[config.mk]
export PLATFORM = sky130hd
export DESIGN_NAME = cir_top
export DESIGN_NICKNAME = d
export VERILOG_FILES = /design/src/pkg/cir_pkg.sv /design/src/pkg/cir_bus_if.sv /design/src/hdl/cir_seq.sv /design/src/hdl/cir_top.sv
export SDC_FILE = /design/constraint.sdc
export NUM_CORES = 1
export LEC_CHECK = 0
export CAP_MARGIN = 10
export CORE_UTILIZATION = 55
export CTS_BUF_LIST = sky130_fd_sc_hd__clkbuf_8
export DETAILED_ROUTE_END_ITERATION = 16
export DONT_BUFFER_PORTS = 1
export PLACE_DENSITY = 0.7
export SLEW_MARGIN = 40
export SYNTH_ARGS = -nofsm -noshare
export SYNTH_HDL_FRONTEND = slang
export SYNTH_HIERARCHICAL = 1
export SYNTH_SLANG_ARGS = --single-unit
export TNS_END_PERCENT = 50
[constraint.sdc]
create_clock -name i_clk -period 12.9 [get_ports i_clk]
set_input_delay 1.935 -clock i_clk [delete_from_list [all_inputs] [get_ports i_clk]]
set_output_delay 1.935 -clock i_clk [all_outputs]
set_load 0.1 [all_outputs]
[src/pkg/cir_pkg.sv]
// constants and types for the interrupt response and register unit
package cir_pkg;
  localparam int CIR_AW = 8;
  // register word offsets
  localparam logic [7:0] OFF_ACT = 8'h00;
  localparam logic [7:0] OFF_SHD = 8'h20;
  localparam logic [7:0] OFF_PAIR = 8'h40;
  localparam logic [7:0] OFF_VBASE = 8'h50;
  localparam logic [7:0] OFF_RFSH = 8'h54;
  localparam logic [7:0] OFF_IDX1 = 8'h58;
  localparam logic [7:0] OFF_IDX2 = 8'h5c;
  localparam logic [7:0] OFF_SP = 8'h60;
  localparam logic [7:0] OFF_PC = 8'h64;
  localparam logic [7:0] OFF_CTRL = 8'h68;
  localparam logic [7:0] OFF_STAT = 8'h6c;
  // control field positions
  localparam int CTL_IRQ_ENABLE_FLAG_PRIMARY = 0;
  localparam int CTL_IRQ_ENABLE_FLAG_SAVED = 1;
  localparam int CTL_IM = 2;
  localparam int CTL_XAF = 8;
  localparam int CTL_XGP = 9;
  localparam int CTL_FETCH = 10;
  // reset values
  localparam logic [7:0] RST8 = 8'h00;
  localparam logic [15:0] RST16 = 16'h0000;
  // interrupt targets and opcodes
  localparam logic [15:0] NMI_VEC = 16'h0066;
  localparam logic [15:0] MODE1_VEC = 16'h0038;
  localparam logic [7:0] OPC_CALL = 8'hcd;
  localparam logic [7:0] RST_MASK = 8'hc7;
  localparam logic [7:0] RST_TGT = 8'h38;
  localparam logic [1:0] IM_ONE = 2'h1;
  localparam logic [1:0] IM_TWO = 2'h2;
  // wait cycles per bus cycle kind
  localparam logic [1:0] BASE_TW = 2'h1;
  localparam logic [1:0] ACK_XTRA_TW = 2'h2;
  localparam logic [1:0] ACK_TW = BASE_TW + ACK_XTRA_TW;
  localparam logic [1:0] RESP_OKAY = 2'h0;
  localparam logic [1:0] RESP_SLVERR = 2'h2;
  typedef enum logic [1:0] {CYC_FETCH, CYC_ACK, CYC_READ} cir_cyc_t;
endpackage

[src/pkg/cir_bus_if.sv]
// cycle request channel and external bus pins between core and sequencer
`timescale 1ns/10ps
interface cir_bus_if;
  import cir_pkg::*;
  logic req;
  cir_cyc_t kind;
  logic [15:0] addr;
  logic [15:0] rfsh_addr;
  logic done;
  logic [7:0] rdata;
  logic [15:0] pin_addr;
  logic fetch_flag;
  logic io_strobe;
  logic mem_strobe;
  logic rd_strobe;
  modport ctl (output req, kind, addr, rfsh_addr, input done, rdata,
    input pin_addr, fetch_flag, io_strobe, mem_strobe, rd_strobe);
  modport seq (input req, kind, addr, rfsh_addr, output done, rdata,
    output pin_addr, fetch_flag, io_strobe, mem_strobe, rd_strobe);
endinterface

[src/hdl/cir_seq.sv]
// bus cycle sequencer: opcode fetch, interrupt acknowledge, memory read
`timescale 1ns/10ps
module cir_seq (
  input wire logic i_clk, // core clock
  input wire logic i_rst_n, // synchronised reset, active low
  input wire logic [7:0] i_data, // data bus in
  cir_bus_if.seq bus // cycle requests and pins
);
  import cir_pkg::*;
  typedef enum logic [1:0] {SQ_IDLE, SQ_T2, SQ_T3, SQ_REF} cir_sq_t;
  cir_sq_t st_r;
  cir_cyc_t kind_r;
  logic [1:0] cnt_r;

  // --------------------------------------------------
  // cycle state
  // --------------------------------------------------
  always_ff @(posedge i_clk or negedge i_rst_n) begin
    if (!i_rst_n) begin
      st_r <= SQ_IDLE;
      kind_r <= CYC_FETCH;
      cnt_r <= 2'h0;
    end else begin
      unique case (st_r)
        SQ_IDLE: if (bus.req) begin
          st_r <= SQ_T2;
          kind_r <= bus.kind;
          cnt_r <= (bus.kind == CYC_ACK) ? ACK_TW : BASE_TW;
        end
        SQ_T2: if (cnt_r == 2'h1) begin
          st_r <= SQ_T3;
        end else begin
          cnt_r <= cnt_r - 2'h1;
        end
        SQ_T3: st_r <= (kind_r == CYC_FETCH) ? SQ_REF : SQ_IDLE;
        SQ_REF: st_r <= SQ_IDLE;
      endcase
    end
  end

  // --------------------------------------------------
  // pins and answer
  // --------------------------------------------------
  always_ff @(posedge i_clk or negedge i_rst_n) begin
    if (!i_rst_n) begin
      bus.pin_addr <= RST16;
      bus.fetch_flag <= 1'b0;
      bus.io_strobe <= 1'b0;
      bus.mem_strobe <= 1'b0;
      bus.rd_strobe <= 1'b0;
      bus.rdata <= RST8;
      bus.done <= 1'b0;
    end else begin
      bus.done <= (st_r == SQ_T3 && kind_r != CYC_FETCH) || st_r == SQ_REF;
      if (st_r == SQ_IDLE && bus.req) begin
        bus.pin_addr <= bus.addr;
        bus.fetch_flag <= bus.kind != CYC_READ;
        bus.io_strobe <= bus.kind == CYC_ACK;
        bus.mem_strobe <= bus.kind != CYC_ACK;
        bus.rd_strobe <= bus.kind != CYC_ACK;
      end else if (st_r == SQ_T3) begin
        bus.rdata <= i_data;
        bus.fetch_flag <= 1'b0;
        bus.io_strobe <= 1'b0;
        bus.rd_strobe <= 1'b0;
        bus.mem_strobe <= kind_r == CYC_FETCH;
        if (kind_r == CYC_FETCH) begin
          bus.pin_addr <= bus.rfsh_addr;
        end
      end else if (st_r == SQ_REF) begin
        bus.mem_strobe <= 1'b0;
      end
    end
  end
endmodule

[src/hdl/cir_top.sv]
// interrupt response unit with programmer-visible register set
`timescale 1ns/10ps
module cir_top (
  input wire logic i_clk, // core clock, 125 MHz
  input wire logic i_resetn, // async reset, active low
  input wire logic [cir_pkg::CIR_AW-1:0] i_s_axi_awaddr, // write address
  input wire logic i_s_axi_awvalid, // write address valid
  output logic o_s_axi_awready, // write address ready
  input wire logic [31:0] i_s_axi_wdata, // write data
  input wire logic [3:0] i_s_axi_wstrb, // write byte strobes
  input wire logic i_s_axi_wvalid, // write data valid
  output logic o_s_axi_wready, // write data ready
  output logic [1:0] o_s_axi_bresp, // write response
  output logic o_s_axi_bvalid, // write response valid
  input wire logic i_s_axi_bready, // write response ready
  input wire logic [cir_pkg::CIR_AW-1:0] i_s_axi_araddr, // read address
  input wire logic i_s_axi_arvalid, // read address valid
  output logic o_s_axi_arready, // read address ready
  output logic [31:0] o_s_axi_rdata, // read data
  output logic [1:0] o_s_axi_rresp, // read response
  output logic o_s_axi_rvalid, // read data valid
  input wire logic i_s_axi_rready, // read data ready
  input wire logic [7:0] i_data, // external data bus
  input wire logic i_nmi_n, // non-maskable request, falling edge
  input wire logic i_int_n, // maskable request, active low level
  input wire logic i_bus_hold_request, // bus hold request, active high
  output logic [15:0] o_addr, // external address bus
  output logic o_opcode_fetch_cycle_flag, // fetch or acknowledge cycle
  output logic o_io_cycle_strobe, // io strobe
  output logic o_memory_cycle_strobe, // memory strobe
  output logic o_rd_strobe // read strobe
);
  import cir_pkg::*;
  typedef enum logic [2:0] {ST_IDLE, ST_FETCH, ST_ACK, ST_RD_LO, ST_RD_HI} cir_st_t;

  // --------------------------------------------------
  // reset release
  // --------------------------------------------------
  logic [1:0] rst_sync_r;
  logic rst_n;
  always_ff @(posedge i_clk or negedge i_resetn) begin
    if (!i_resetn) begin
      rst_sync_r <= 2'h0;
    end else begin
      rst_sync_r <= {rst_sync_r[0], 1'b1};
    end
  end
  assign rst_n = rst_sync_r[1];

  // --------------------------------------------------
  // state
  // --------------------------------------------------
  logic [7:0] bank_r [0:15];
  logic af_sel_r, gp_sel_r;
  logic [7:0] vbase_r, r_r, opcode_r, lo_r;
  logic [15:0] idx1_r, idx2_r, sp_r, pc_r, rd_addr_r;
  logic irq_enable_flag_primary_r, irq_enable_flag_saved_r;
  logic [1:0] irq_mode_bits_r;
  logic nmi_prev_r, nmi_pend_r, fetch_pend_r;
  cir_st_t st_r;
  logic [7:0] wa, ra;
  logic [31:0] wd;
  logic [3:0] ws;
  logic wr_go, ctrl_wr, rd_ok;
  logic [31:0] rd_d;
  logic take_nmi, take_int, take_fetch;
  logic ack_done, lo_done, hi_done, fetch_done;
  cir_bus_if bus ();

  // physical bank slot for a byte index; accumulator/flags and
  // general registers follow separate exchange selects
  function automatic logic [3:0] phys(input logic [2:0] idx, input logic shd,
                                      input logic afs, input logic gps);
    logic sel;
    sel = (idx < 3'h2) ? afs : gps;
    phys = {sel ^ shd, idx};
  endfunction

  function automatic logic [15:0] mrg(input logic [15:0] old, input logic [31:0] d,
                                      input logic [3:0] s);
    mrg = {s[1] ? d[15:8] : old[15:8], s[0] ? d[7:0] : old[7:0]};
  endfunction

  function automatic logic is_pair(input logic [7:0] a);
    is_pair = a[7:4] == OFF_PAIR[7:4] && a[3:2] != 2'h3;
  endfunction

  function automatic logic [2:0] pair_hi(input logic [7:0] a);
    pair_hi = 3'({a[3:2], 1'b0}) + 3'h2;
  endfunction

  function automatic logic hit(input logic [7:0] a);
    hit = a[1:0] == 2'h0 && (a < OFF_PAIR || is_pair(a) || (a >= OFF_VBASE && a <= OFF_STAT));
  endfunction

  // --------------------------------------------------
  // register bus, write side
  // --------------------------------------------------
  always_ff @(posedge i_clk or negedge rst_n) begin
    if (!rst_n) begin
      o_s_axi_awready <= 1'b1;
      wa <= RST8;
    end else if (i_s_axi_awvalid && o_s_axi_awready) begin
      o_s_axi_awready <= 1'b0;
      wa <= i_s_axi_awaddr;
    end else if (o_s_axi_bvalid && i_s_axi_bready) begin
      o_s_axi_awready <= 1'b1;
    end
  end

  always_ff @(posedge i_clk or negedge rst_n) begin
    if (!rst_n) begin
      o_s_axi_wready <= 1'b1;
      wd <= 32'h0;
      ws <= 4'h0;
    end else if (i_s_axi_wvalid && o_s_axi_wready) begin
      o_s_axi_wready <= 1'b0;
      wd <= i_s_axi_wdata;
      ws <= i_s_axi_wstrb;
    end else if (o_s_axi_bvalid && i_s_axi_bready) begin
      o_s_axi_wready <= 1'b1;
    end
  end

  assign wr_go = !o_s_axi_awready && !o_s_axi_wready && !o_s_axi_bvalid;
  assign ctrl_wr = wr_go && wa == OFF_CTRL;

  always_ff @(posedge i_clk or negedge rst_n) begin
    if (!rst_n) begin
      o_s_axi_bvalid <= 1'b0;
      o_s_axi_bresp <= RESP_OKAY;
    end else if (wr_go) begin
      o_s_axi_bvalid <= 1'b1;
      o_s_axi_bresp <= hit(wa) ? RESP_OKAY : RESP_SLVERR;
    end else if (i_s_axi_bready) begin
      o_s_axi_bvalid <= 1'b0;
    end
  end

  // --------------------------------------------------
  // register bus, read side
  // --------------------------------------------------
  assign ra = i_s_axi_araddr;
  always_comb begin
    rd_ok = hit(ra);
    rd_d = 32'h0;
    if (ra < OFF_PAIR && rd_ok) begin
      rd_d = {24'h0, bank_r[phys(ra[4:2], ra[5], af_sel_r, gp_sel_r)]};
    end else if (is_pair(ra) && rd_ok) begin
      rd_d = {16'h0, bank_r[phys(pair_hi(ra), 1'b0, af_sel_r, gp_sel_r)],
              bank_r[phys(pair_hi(ra) + 3'h1, 1'b0, af_sel_r, gp_sel_r)]};
    end else begin
      case (ra)
        OFF_VBASE: rd_d = {24'h0, vbase_r};
        OFF_RFSH: rd_d = {24'h0, r_r};
        OFF_IDX1: rd_d = {16'h0, idx1_r};
        OFF_IDX2: rd_d = {16'h0, idx2_r};
        OFF_SP: rd_d = {16'h0, sp_r};
        OFF_PC: rd_d = {16'h0, pc_r};
        OFF_CTRL: rd_d = {21'h0, fetch_pend_r, gp_sel_r, af_sel_r, 4'h0, irq_mode_bits_r,
                          irq_enable_flag_saved_r, irq_enable_flag_primary_r};
        OFF_STAT: rd_d = {16'h0, opcode_r, 2'h0, nmi_pend_r, 2'h0, 3'(st_r)};
        default: rd_d = 32'h0;
      endcase
    end
  end

  always_ff @(posedge i_clk or negedge rst_n) begin
    if (!rst_n) begin
      o_s_axi_arready <= 1'b1;
      o_s_axi_rvalid <= 1'b0;
      o_s_axi_rdata <= 32'h0;
      o_s_axi_rresp <= RESP_OKAY;
    end else if (i_s_axi_arvalid && o_s_axi_arready) begin
      o_s_axi_arready <= 1'b0;
      o_s_axi_rvalid <= 1'b1;
      o_s_axi_rdata <= rd_d;
      o_s_axi_rresp <= rd_ok ? RESP_OKAY : RESP_SLVERR;
    end else if (o_s_axi_rvalid && i_s_axi_rready) begin
      o_s_axi_rvalid <= 1'b0;
      o_s_axi_arready <= 1'b1;
    end
  end

  // --------------------------------------------------
  // register banks and 16-bit registers
  // --------------------------------------------------
  always_ff @(posedge i_clk or negedge rst_n) begin
    if (!rst_n) begin
      for (int i = 0; i < 16; i++) begin
        bank_r[i] <= RST8;
      end
    end else if (wr_go && hit(wa) && wa < OFF_PAIR && ws[0]) begin
      bank_r[phys(wa[4:2], wa[5], af_sel_r, gp_sel_r)] <= wd[7:0];
    end else if (wr_go && hit(wa) && is_pair(wa)) begin
      if (ws[1]) begin
        bank_r[phys(pair_hi(wa), 1'b0, af_sel_r, gp_sel_r)] <= wd[15:8];
      end
      if (ws[0]) begin
        bank_r[phys(pair_hi(wa) + 3'h1, 1'b0, af_sel_r, gp_sel_r)] <= wd[7:0];
      end
    end
  end

  always_ff @(posedge i_clk or negedge rst_n) begin
    if (!rst_n) begin
      af_sel_r <= 1'b0;
      gp_sel_r <= 1'b0;
    end else if (ctrl_wr && ws[1]) begin
      af_sel_r <= af_sel_r ^ wd[CTL_XAF];
      gp_sel_r <= gp_sel_r ^ wd[CTL_XGP];
    end
  end

  always_ff @(posedge i_clk or negedge rst_n) begin
    if (!rst_n) begin
      vbase_r <= RST8;
      idx1_r <= RST16;
      idx2_r <= RST16;
      sp_r <= RST16;
    end else if (wr_go) begin
      if (wa == OFF_VBASE && ws[0]) begin
        vbase_r <= wd[7:0];
      end
      if (wa == OFF_IDX1) begin
        idx1_r <= mrg(idx1_r, wd, ws);
      end
      if (wa == OFF_IDX2) begin
        idx2_r <= mrg(idx2_r, wd, ws);
      end
      if (wa == OFF_SP) begin
        sp_r <= mrg(sp_r, wd, ws);
      end
    end
  end

  // --------------------------------------------------
  // interrupt recognition
  // --------------------------------------------------
  assign take_nmi = st_r == ST_IDLE && nmi_pend_r && !i_bus_hold_request;
  assign take_int = st_r == ST_IDLE && !nmi_pend_r && !i_int_n &&
                    irq_enable_flag_primary_r && !i_bus_hold_request;
  assign take_fetch = st_r == ST_IDLE && !nmi_pend_r && !take_int && fetch_pend_r;
  assign ack_done = st_r == ST_ACK && bus.done;
  assign lo_done = st_r == ST_RD_LO && bus.done;
  assign hi_done = st_r == ST_RD_HI && bus.done;
  assign fetch_done = st_r == ST_FETCH && bus.done;

  // a new edge wins over the clear of the same cycle
  always_ff @(posedge i_clk or negedge rst_n) begin
    if (!rst_n) begin
      nmi_prev_r <= 1'b1;
      nmi_pend_r <= 1'b0;
      fetch_pend_r <= 1'b0;
    end else begin
      nmi_prev_r <= i_nmi_n;
      nmi_pend_r <= (nmi_prev_r && !i_nmi_n) || (nmi_pend_r && !take_nmi);
      fetch_pend_r <= (ctrl_wr && ws[1] && wd[CTL_FETCH]) || (fetch_pend_r && !take_fetch);
    end
  end

  always_ff @(posedge i_clk or negedge rst_n) begin
    if (!rst_n) begin
      irq_enable_flag_primary_r <= 1'b0;
      irq_enable_flag_saved_r <= 1'b0;
      irq_mode_bits_r <= 2'h0;
    end else begin
      if (take_nmi) begin
        irq_enable_flag_primary_r <= 1'b0;
      end else if (take_int) begin
        irq_enable_flag_primary_r <= 1'b0;
        irq_enable_flag_saved_r <= 1'b0;
      end else if (ctrl_wr && ws[0]) begin
        irq_enable_flag_primary_r <= wd[CTL_IRQ_ENABLE_FLAG_PRIMARY];
        irq_enable_flag_saved_r <= wd[CTL_IRQ_ENABLE_FLAG_SAVED];
      end
      if (ctrl_wr && ws[0]) begin
        irq_mode_bits_r <= wd[CTL_IM+:2];
      end
    end
  end

  // --------------------------------------------------
  // response sequence
  // --------------------------------------------------
  always_ff @(posedge i_clk or negedge rst_n) begin
    if (!rst_n) begin
      st_r <= ST_IDLE;
      bus.req <= 1'b0;
      bus.kind <= CYC_FETCH;
      bus.addr <= RST16;
      rd_addr_r <= RST16;
      lo_r <= RST8;
    end else begin
      bus.req <= 1'b0;
      if (take_int) begin
        st_r <= ST_ACK;
        bus.req <= 1'b1;
        bus.kind <= CYC_ACK;
        bus.addr <= pc_r;
      end else if (take_fetch) begin
        st_r <= ST_FETCH;
        bus.req <= 1'b1;
        bus.kind <= CYC_FETCH;
        bus.addr <= pc_r;
      end else if (ack_done && irq_mode_bits_r == IM_TWO) begin
        st_r <= ST_RD_LO;
        bus.req <= 1'b1;
        bus.kind <= CYC_READ;
        bus.addr <= {vbase_r, bus.rdata};
        rd_addr_r <= {vbase_r, bus.rdata};
      end else if (ack_done && irq_mode_bits_r != IM_ONE && bus.rdata == OPC_CALL) begin
        st_r <= ST_RD_LO;
        bus.req <= 1'b1;
        bus.kind <= CYC_READ;
        bus.addr <= pc_r;
        rd_addr_r <= pc_r;
      end else if (lo_done) begin
        st_r <= ST_RD_HI;
        lo_r <= bus.rdata;
        bus.req <= 1'b1;
        bus.kind <= CYC_READ;
        bus.addr <= rd_addr_r + 16'h1;
      end else if (ack_done || hi_done || fetch_done) begin
        st_r <= ST_IDLE;
      end
    end
  end

  always_ff @(posedge i_clk or negedge rst_n) begin
    if (!rst_n) begin
      pc_r <= RST16;
      r_r <= RST8;
      opcode_r <= RST8;
    end else begin
      if (take_nmi) begin
        pc_r <= NMI_VEC;
      end else if (ack_done && irq_mode_bits_r == IM_ONE) begin
        pc_r <= MODE1_VEC;
      end else if (ack_done && irq_mode_bits_r != IM_TWO &&
                   (bus.rdata & RST_MASK) == RST_MASK) begin
        pc_r <= {8'h00, bus.rdata & RST_TGT};
      end else if (hi_done) begin
        pc_r <= {bus.rdata, lo_r};
      end else if (fetch_done) begin
        pc_r <= pc_r + 16'h1;
      end else if (wr_go && wa == OFF_PC) begin
        pc_r <= mrg(pc_r, wd, ws);
      end
      if (fetch_done) begin
        r_r <= r_r + 8'h1;
        opcode_r <= bus.rdata;
      end else if (wr_go && wa == OFF_RFSH && ws[0]) begin
        r_r <= wd[7:0];
      end
    end
  end

  // --------------------------------------------------
  // bus sequencer and pins
  // --------------------------------------------------
  assign bus.rfsh_addr = {vbase_r, r_r};
  cir_seq u_seq (
    .i_clk(i_clk),
    .i_rst_n(rst_n),
    .i_data(i_data),
    .bus(bus.seq)
  );
  assign o_addr = bus.pin_addr;
  assign o_opcode_fetch_cycle_flag = bus.fetch_flag;
  assign o_io_cycle_strobe = bus.io_strobe;
  assign o_memory_cycle_strobe = bus.mem_strobe;
  assign o_rd_strobe = bus.rd_strobe;
endmodule

==> out/results.md <==
| Parameter | This run |
|---|---|
| Parity-gate share of the synthesized area counting xor and xnor cells | 1.30% |
| Post-DP Area | 19,800 µm² |
| Total of warnings raised by yosys | 6 |
| Post-route worst hold slack | 0.267 ns |
| Time the final worst path needs with I/O delays and setup | 3.51 ns |
| CP Capture Type | output port |
| Worst-case clock buffer depth | 3 |
| Core region area | 34,800 µm² |
| Finish-stage setup viols | 0 |
| I/O pin cnt | 131 |
| Antenna-violating nets left | 0 |
| Synthesized area divided by synthesized cell count | 11.3 µm² |
| Clock transition at the registers of the reported paths | 0.07 ns |
| Reg power frac | 51.9% |
| Yosys top cell area share | 45.2% |
| CP arrival | 1.58 ns |
| CTS Sinks | 357 |
| Seq/Total Area, Yosys | 45.7% |
| Post-synthesis sequential element count | 357 |
| Main combinational cell family by area after synthesis | multiplexers |
| Maximum clock frequency | 285 MHz |
| Status | finished clean |
| Total congestion overflow | 0 |
| Total Negative Setup Slacks | 0 ns |
| Power, Total | 4.09 mW |
| Fraction of the mapped netlist area in compound gates | 15.7% |
| Diodes inserted | 0 |
| Clock buffer count from CTS | 60 |
| Fraction of the core area covered by cells at the end of the flow | 60.8% |
| Area Overhead vs Synth | 8.21% |
| Via density per instance | 7.02 |
| RD Place Congestion | 0.926 |
| Gate Count Post-Synth | 1,735 |
| Worst clock skew | 0.0251 ns |
| Horizontal die dimension | 191 µm |
| Clock tree from TritonCTS | built |
| Number of design rule violations left after detail routing | 0 |
| Layout cells sized above 1 | 26.7% |
| Count of final max-slew check failures | 0 |
| Maximum number of pins on one net before global-route repair | 105 |
| Ys async rst share | 100% |
| Max-cap check violation count | 0 |
| Hold Vio Cnt, Final | 0 |
| Detailed Place HPWL | 40,600 µm |
| Switching part of the total power | 42.1% |
| Number of gates resized after cts | 0 |
| Mux share of post-synthesis cell area | 21.2% |
| Number of fillers in the final layout | 2,804 |
| Clock Latency Late Sink | 0.66 ns |
| Leak Pwr | 9.23 nW |
| Total internal power | 2.37 mW |
| WS Path Type | reg -> out |
| Largest vdd supply drop | 0.219 mV |
| Unique cell type count in the Yosys netlist | 94 |
| Total track usage | 33.5% |
| Top cells by area in the synthesized netlist | sky130_fd_sc_hd__dfrtp_1 (45%), sky130_fd_sc_hd__mux2_2 (11%), sky130_fd_sc_hd__mux4_2 (7.0%) |
| Wire length of the first global-routing pass | 91,500 µm |
| Slew HR | 36.4% |
| Largest fanout of any net on the critical path | 5 |
| CTS H-tree lvls | 2 |
| Y dimension of the die | 191 µm |
| Root Buffer | sky130_fd_sc_hd__clkbuf_8 |
| Most frequent cells in the layout | sky130_fd_sc_hd__dfrtp_1 (312), sky130_fd_sc_hd__mux2_2 (194), sky130_fd_sc_hd__nand2_1 (149) |
| Router iterations before antenna repair | 7 |
| Pin slew with the least headroom to its limit | 0.953 ns |
| Starting density of the core | 56.2% |
| Number of global-route vias before repair | 14,997 |
| Most frequent standard cell in the layout excluding fill and tap cells | sky130_fd_sc_hd__dfrtp_1 |
| Post-CTS setup buffers | 0 |
| Area of the die | 36,300 µm² |
| Routed vias | 15,423 |
| Combined area of all synthesized cells | 19,600 µm² |
| Dominant cell type by area after synthesis | sky130_fd_sc_hd__dfrtp_1 |
| # rows | 68 |
| Wire length after detailed routing | 59,200 µm |
| Simple-Gate Fraction of Synth Area | 11.1% |
| Data required time at the worst endpoint | 10.97 ns |
| Number of hold buffers added after CTS | 0 |
| Post-route clock period utilization | 27.2% |
| Switching pwr | 1.72 mW |
| Part of the total power dissipated in the clock network | 25.7% |
| Power density relative to cell area | 193 nW/µm² |
| Initial DRC Count | 2,023 |
| Number of antenna violations at the first check in global routing | 0 |
| Routed len/inst | 27.0 µm |
| Number of synthesized flops with an enable pin | 0 |
| Port Buf Inserts | 0 |
| Proportion of power drawn by combinational gates | 22.4% |
| Flip-flop cell with the highest count after synthesis | sky130_fd_sc_hd__dfrtp_1 |
| Synthesized-area fraction occupied by adder cells | 0.883% |
| Setup crit start kind | flip-flop |
| Setup repair after global routing missed its margin | no |
| Class of the tightest hold or removal check | reg -> async |
| Number of nets in the finished design | 1,778 |
| Total non-filler cell area in the finished layout | 21,200 µm² |
## registers in the layout, indices dropped and copies added, names as in the netlist, 3 cells and up
register            cells
pc_r                   16
idx2_r                 16
u_seq/bus.pin_addr     16
rd_addr_r              16
u_seq/bus.rdata         8
sp_r                   16
st_r                    3
r_r                     8
idx1_r                 16
o_s_axi_rdata          16
wa                      8
bus.addr               16
opcode_r                8
bank_r                128
wd                     16
lo_r                    8
vbase_r                 8
## cells by family (layout without fill, tap and decap cells)
kind of cell | Yosys count | count (layout)
compound gates | 422 | 422
simple gates | 428 | 428
fa+ha+maj | 14 | 14
flops | 357 | 357
mux | 312 | 312
buf+inv | 171 | 161
other cells | 2 | 19
xor+xnor | 29 | 29
## synth_stat cells (11+ instances only)
cell type,number
sky130_fd_sc_hd__xor2_1,13
sky130_fd_sc_hd__o21ai_0,64
sky130_fd_sc_hd__nand4_1,19
sky130_fd_sc_hd__ha_1,13
sky130_fd_sc_hd__a21o_1,18
sky130_fd_sc_hd__nand3_1,56
sky130_fd_sc_hd__a31oi_1,18
sky130_fd_sc_hd__o22a_1,11
sky130_fd_sc_hd__dfrtp_1,353
sky130_fd_sc_hd__a22o_1,30
sky130_fd_sc_hd__a21oi_1,63
sky130_fd_sc_hd__inv_1,25
sky130_fd_sc_hd__buf_2,39
sky130_fd_sc_hd__nor2_1,82
sky130_fd_sc_hd__mux2_1,16
sky130_fd_sc_hd__mux2_2,194
sky130_fd_sc_hd__o22ai_1,44
sky130_fd_sc_hd__mux2i_1,41
sky130_fd_sc_hd__a221oi_1,20
sky130_fd_sc_hd__o221ai_1,15
sky130_fd_sc_hd__nor3_1,29
sky130_fd_sc_hd__a22oi_1,17
sky130_fd_sc_hd__nor4_1,16
sky130_fd_sc_hd__o32ai_1,12
sky130_fd_sc_hd__nand2_1,150
sky130_fd_sc_hd__clkbuf_1,73
sky130_fd_sc_hd__mux4_2,61
sky130_fd_sc_hd__xnor2_1,16
sky130_fd_sc_hd__o21a_1,19
sky130_fd_sc_hd__buf_4,25
## stage by stage
step	setup slack, ns	cells
after global placement	8.68	2083
after CTS	9.30	2196
final	9.39	2197
after floorplan	2.22	1752
after detailed placement	8.61	2087
after global routing	9.31	2197
## power by group through the flow
stage | logic [mW] | registers, mW | clock network [mW]
after floorplan | 0.772 | 1.88 | 0
after global placement | 0.846 | 2.11 | 0
after detailed placement | 0.898 | 2.12 | 0
after CTS | 0.900 | 2.10 | 1.07
after global routing | 0.982 | 2.15 | 1.12
final | 0.916 | 2.12 | 1.05
## area by class of cell
cell class,instances,area (µm²),share of cell area (%)
multi-input cells,1224,9960,47.1
flip-flops and latches,357,8990,42.5
clock buffers,75,1030,4.88
well taps,455,569,2.69
repair buffers,25,284,1.34
clock inverters,34,218,1.03
inverters,27,101,0.479
## per-layer routing
layer / wire length [µm] / GRT usage, %
met1: 25100 / 48.9
met5: 0 / 0
met2: 25400 / 47.2
met4: 2520 / 14.8
met3: 6180 / 8.17
## worst paths after layout
| kind | to | startpoint | slack [ns] | cells past startpoint |
|---|---|---|---|---|
| min in group i_clk | rst_sync_r[1] | rst_sync_r[0] | 0.35 | 0 |
| setup reg to reg | bank_r[91] | wa[2] | 9.45 | 7 |
| setup / recovery | o_s_axi_wready | o_s_axi_wready | 9.39 | 0 |
| hold reg to reg | o_s_axi_rdata[13] | rst_sync_r[1] | 0.27 | 0 |
| hold / removal | o_s_axi_rdata[13] | rst_sync_r[1] | 0.27 | 0 |
| max in group asynchronous | u_seq/bus.pin_addr[4] | rst_sync_r[1] | 10.68 | 3 |
Note: power is estimated with default switching activity, not from simulation.
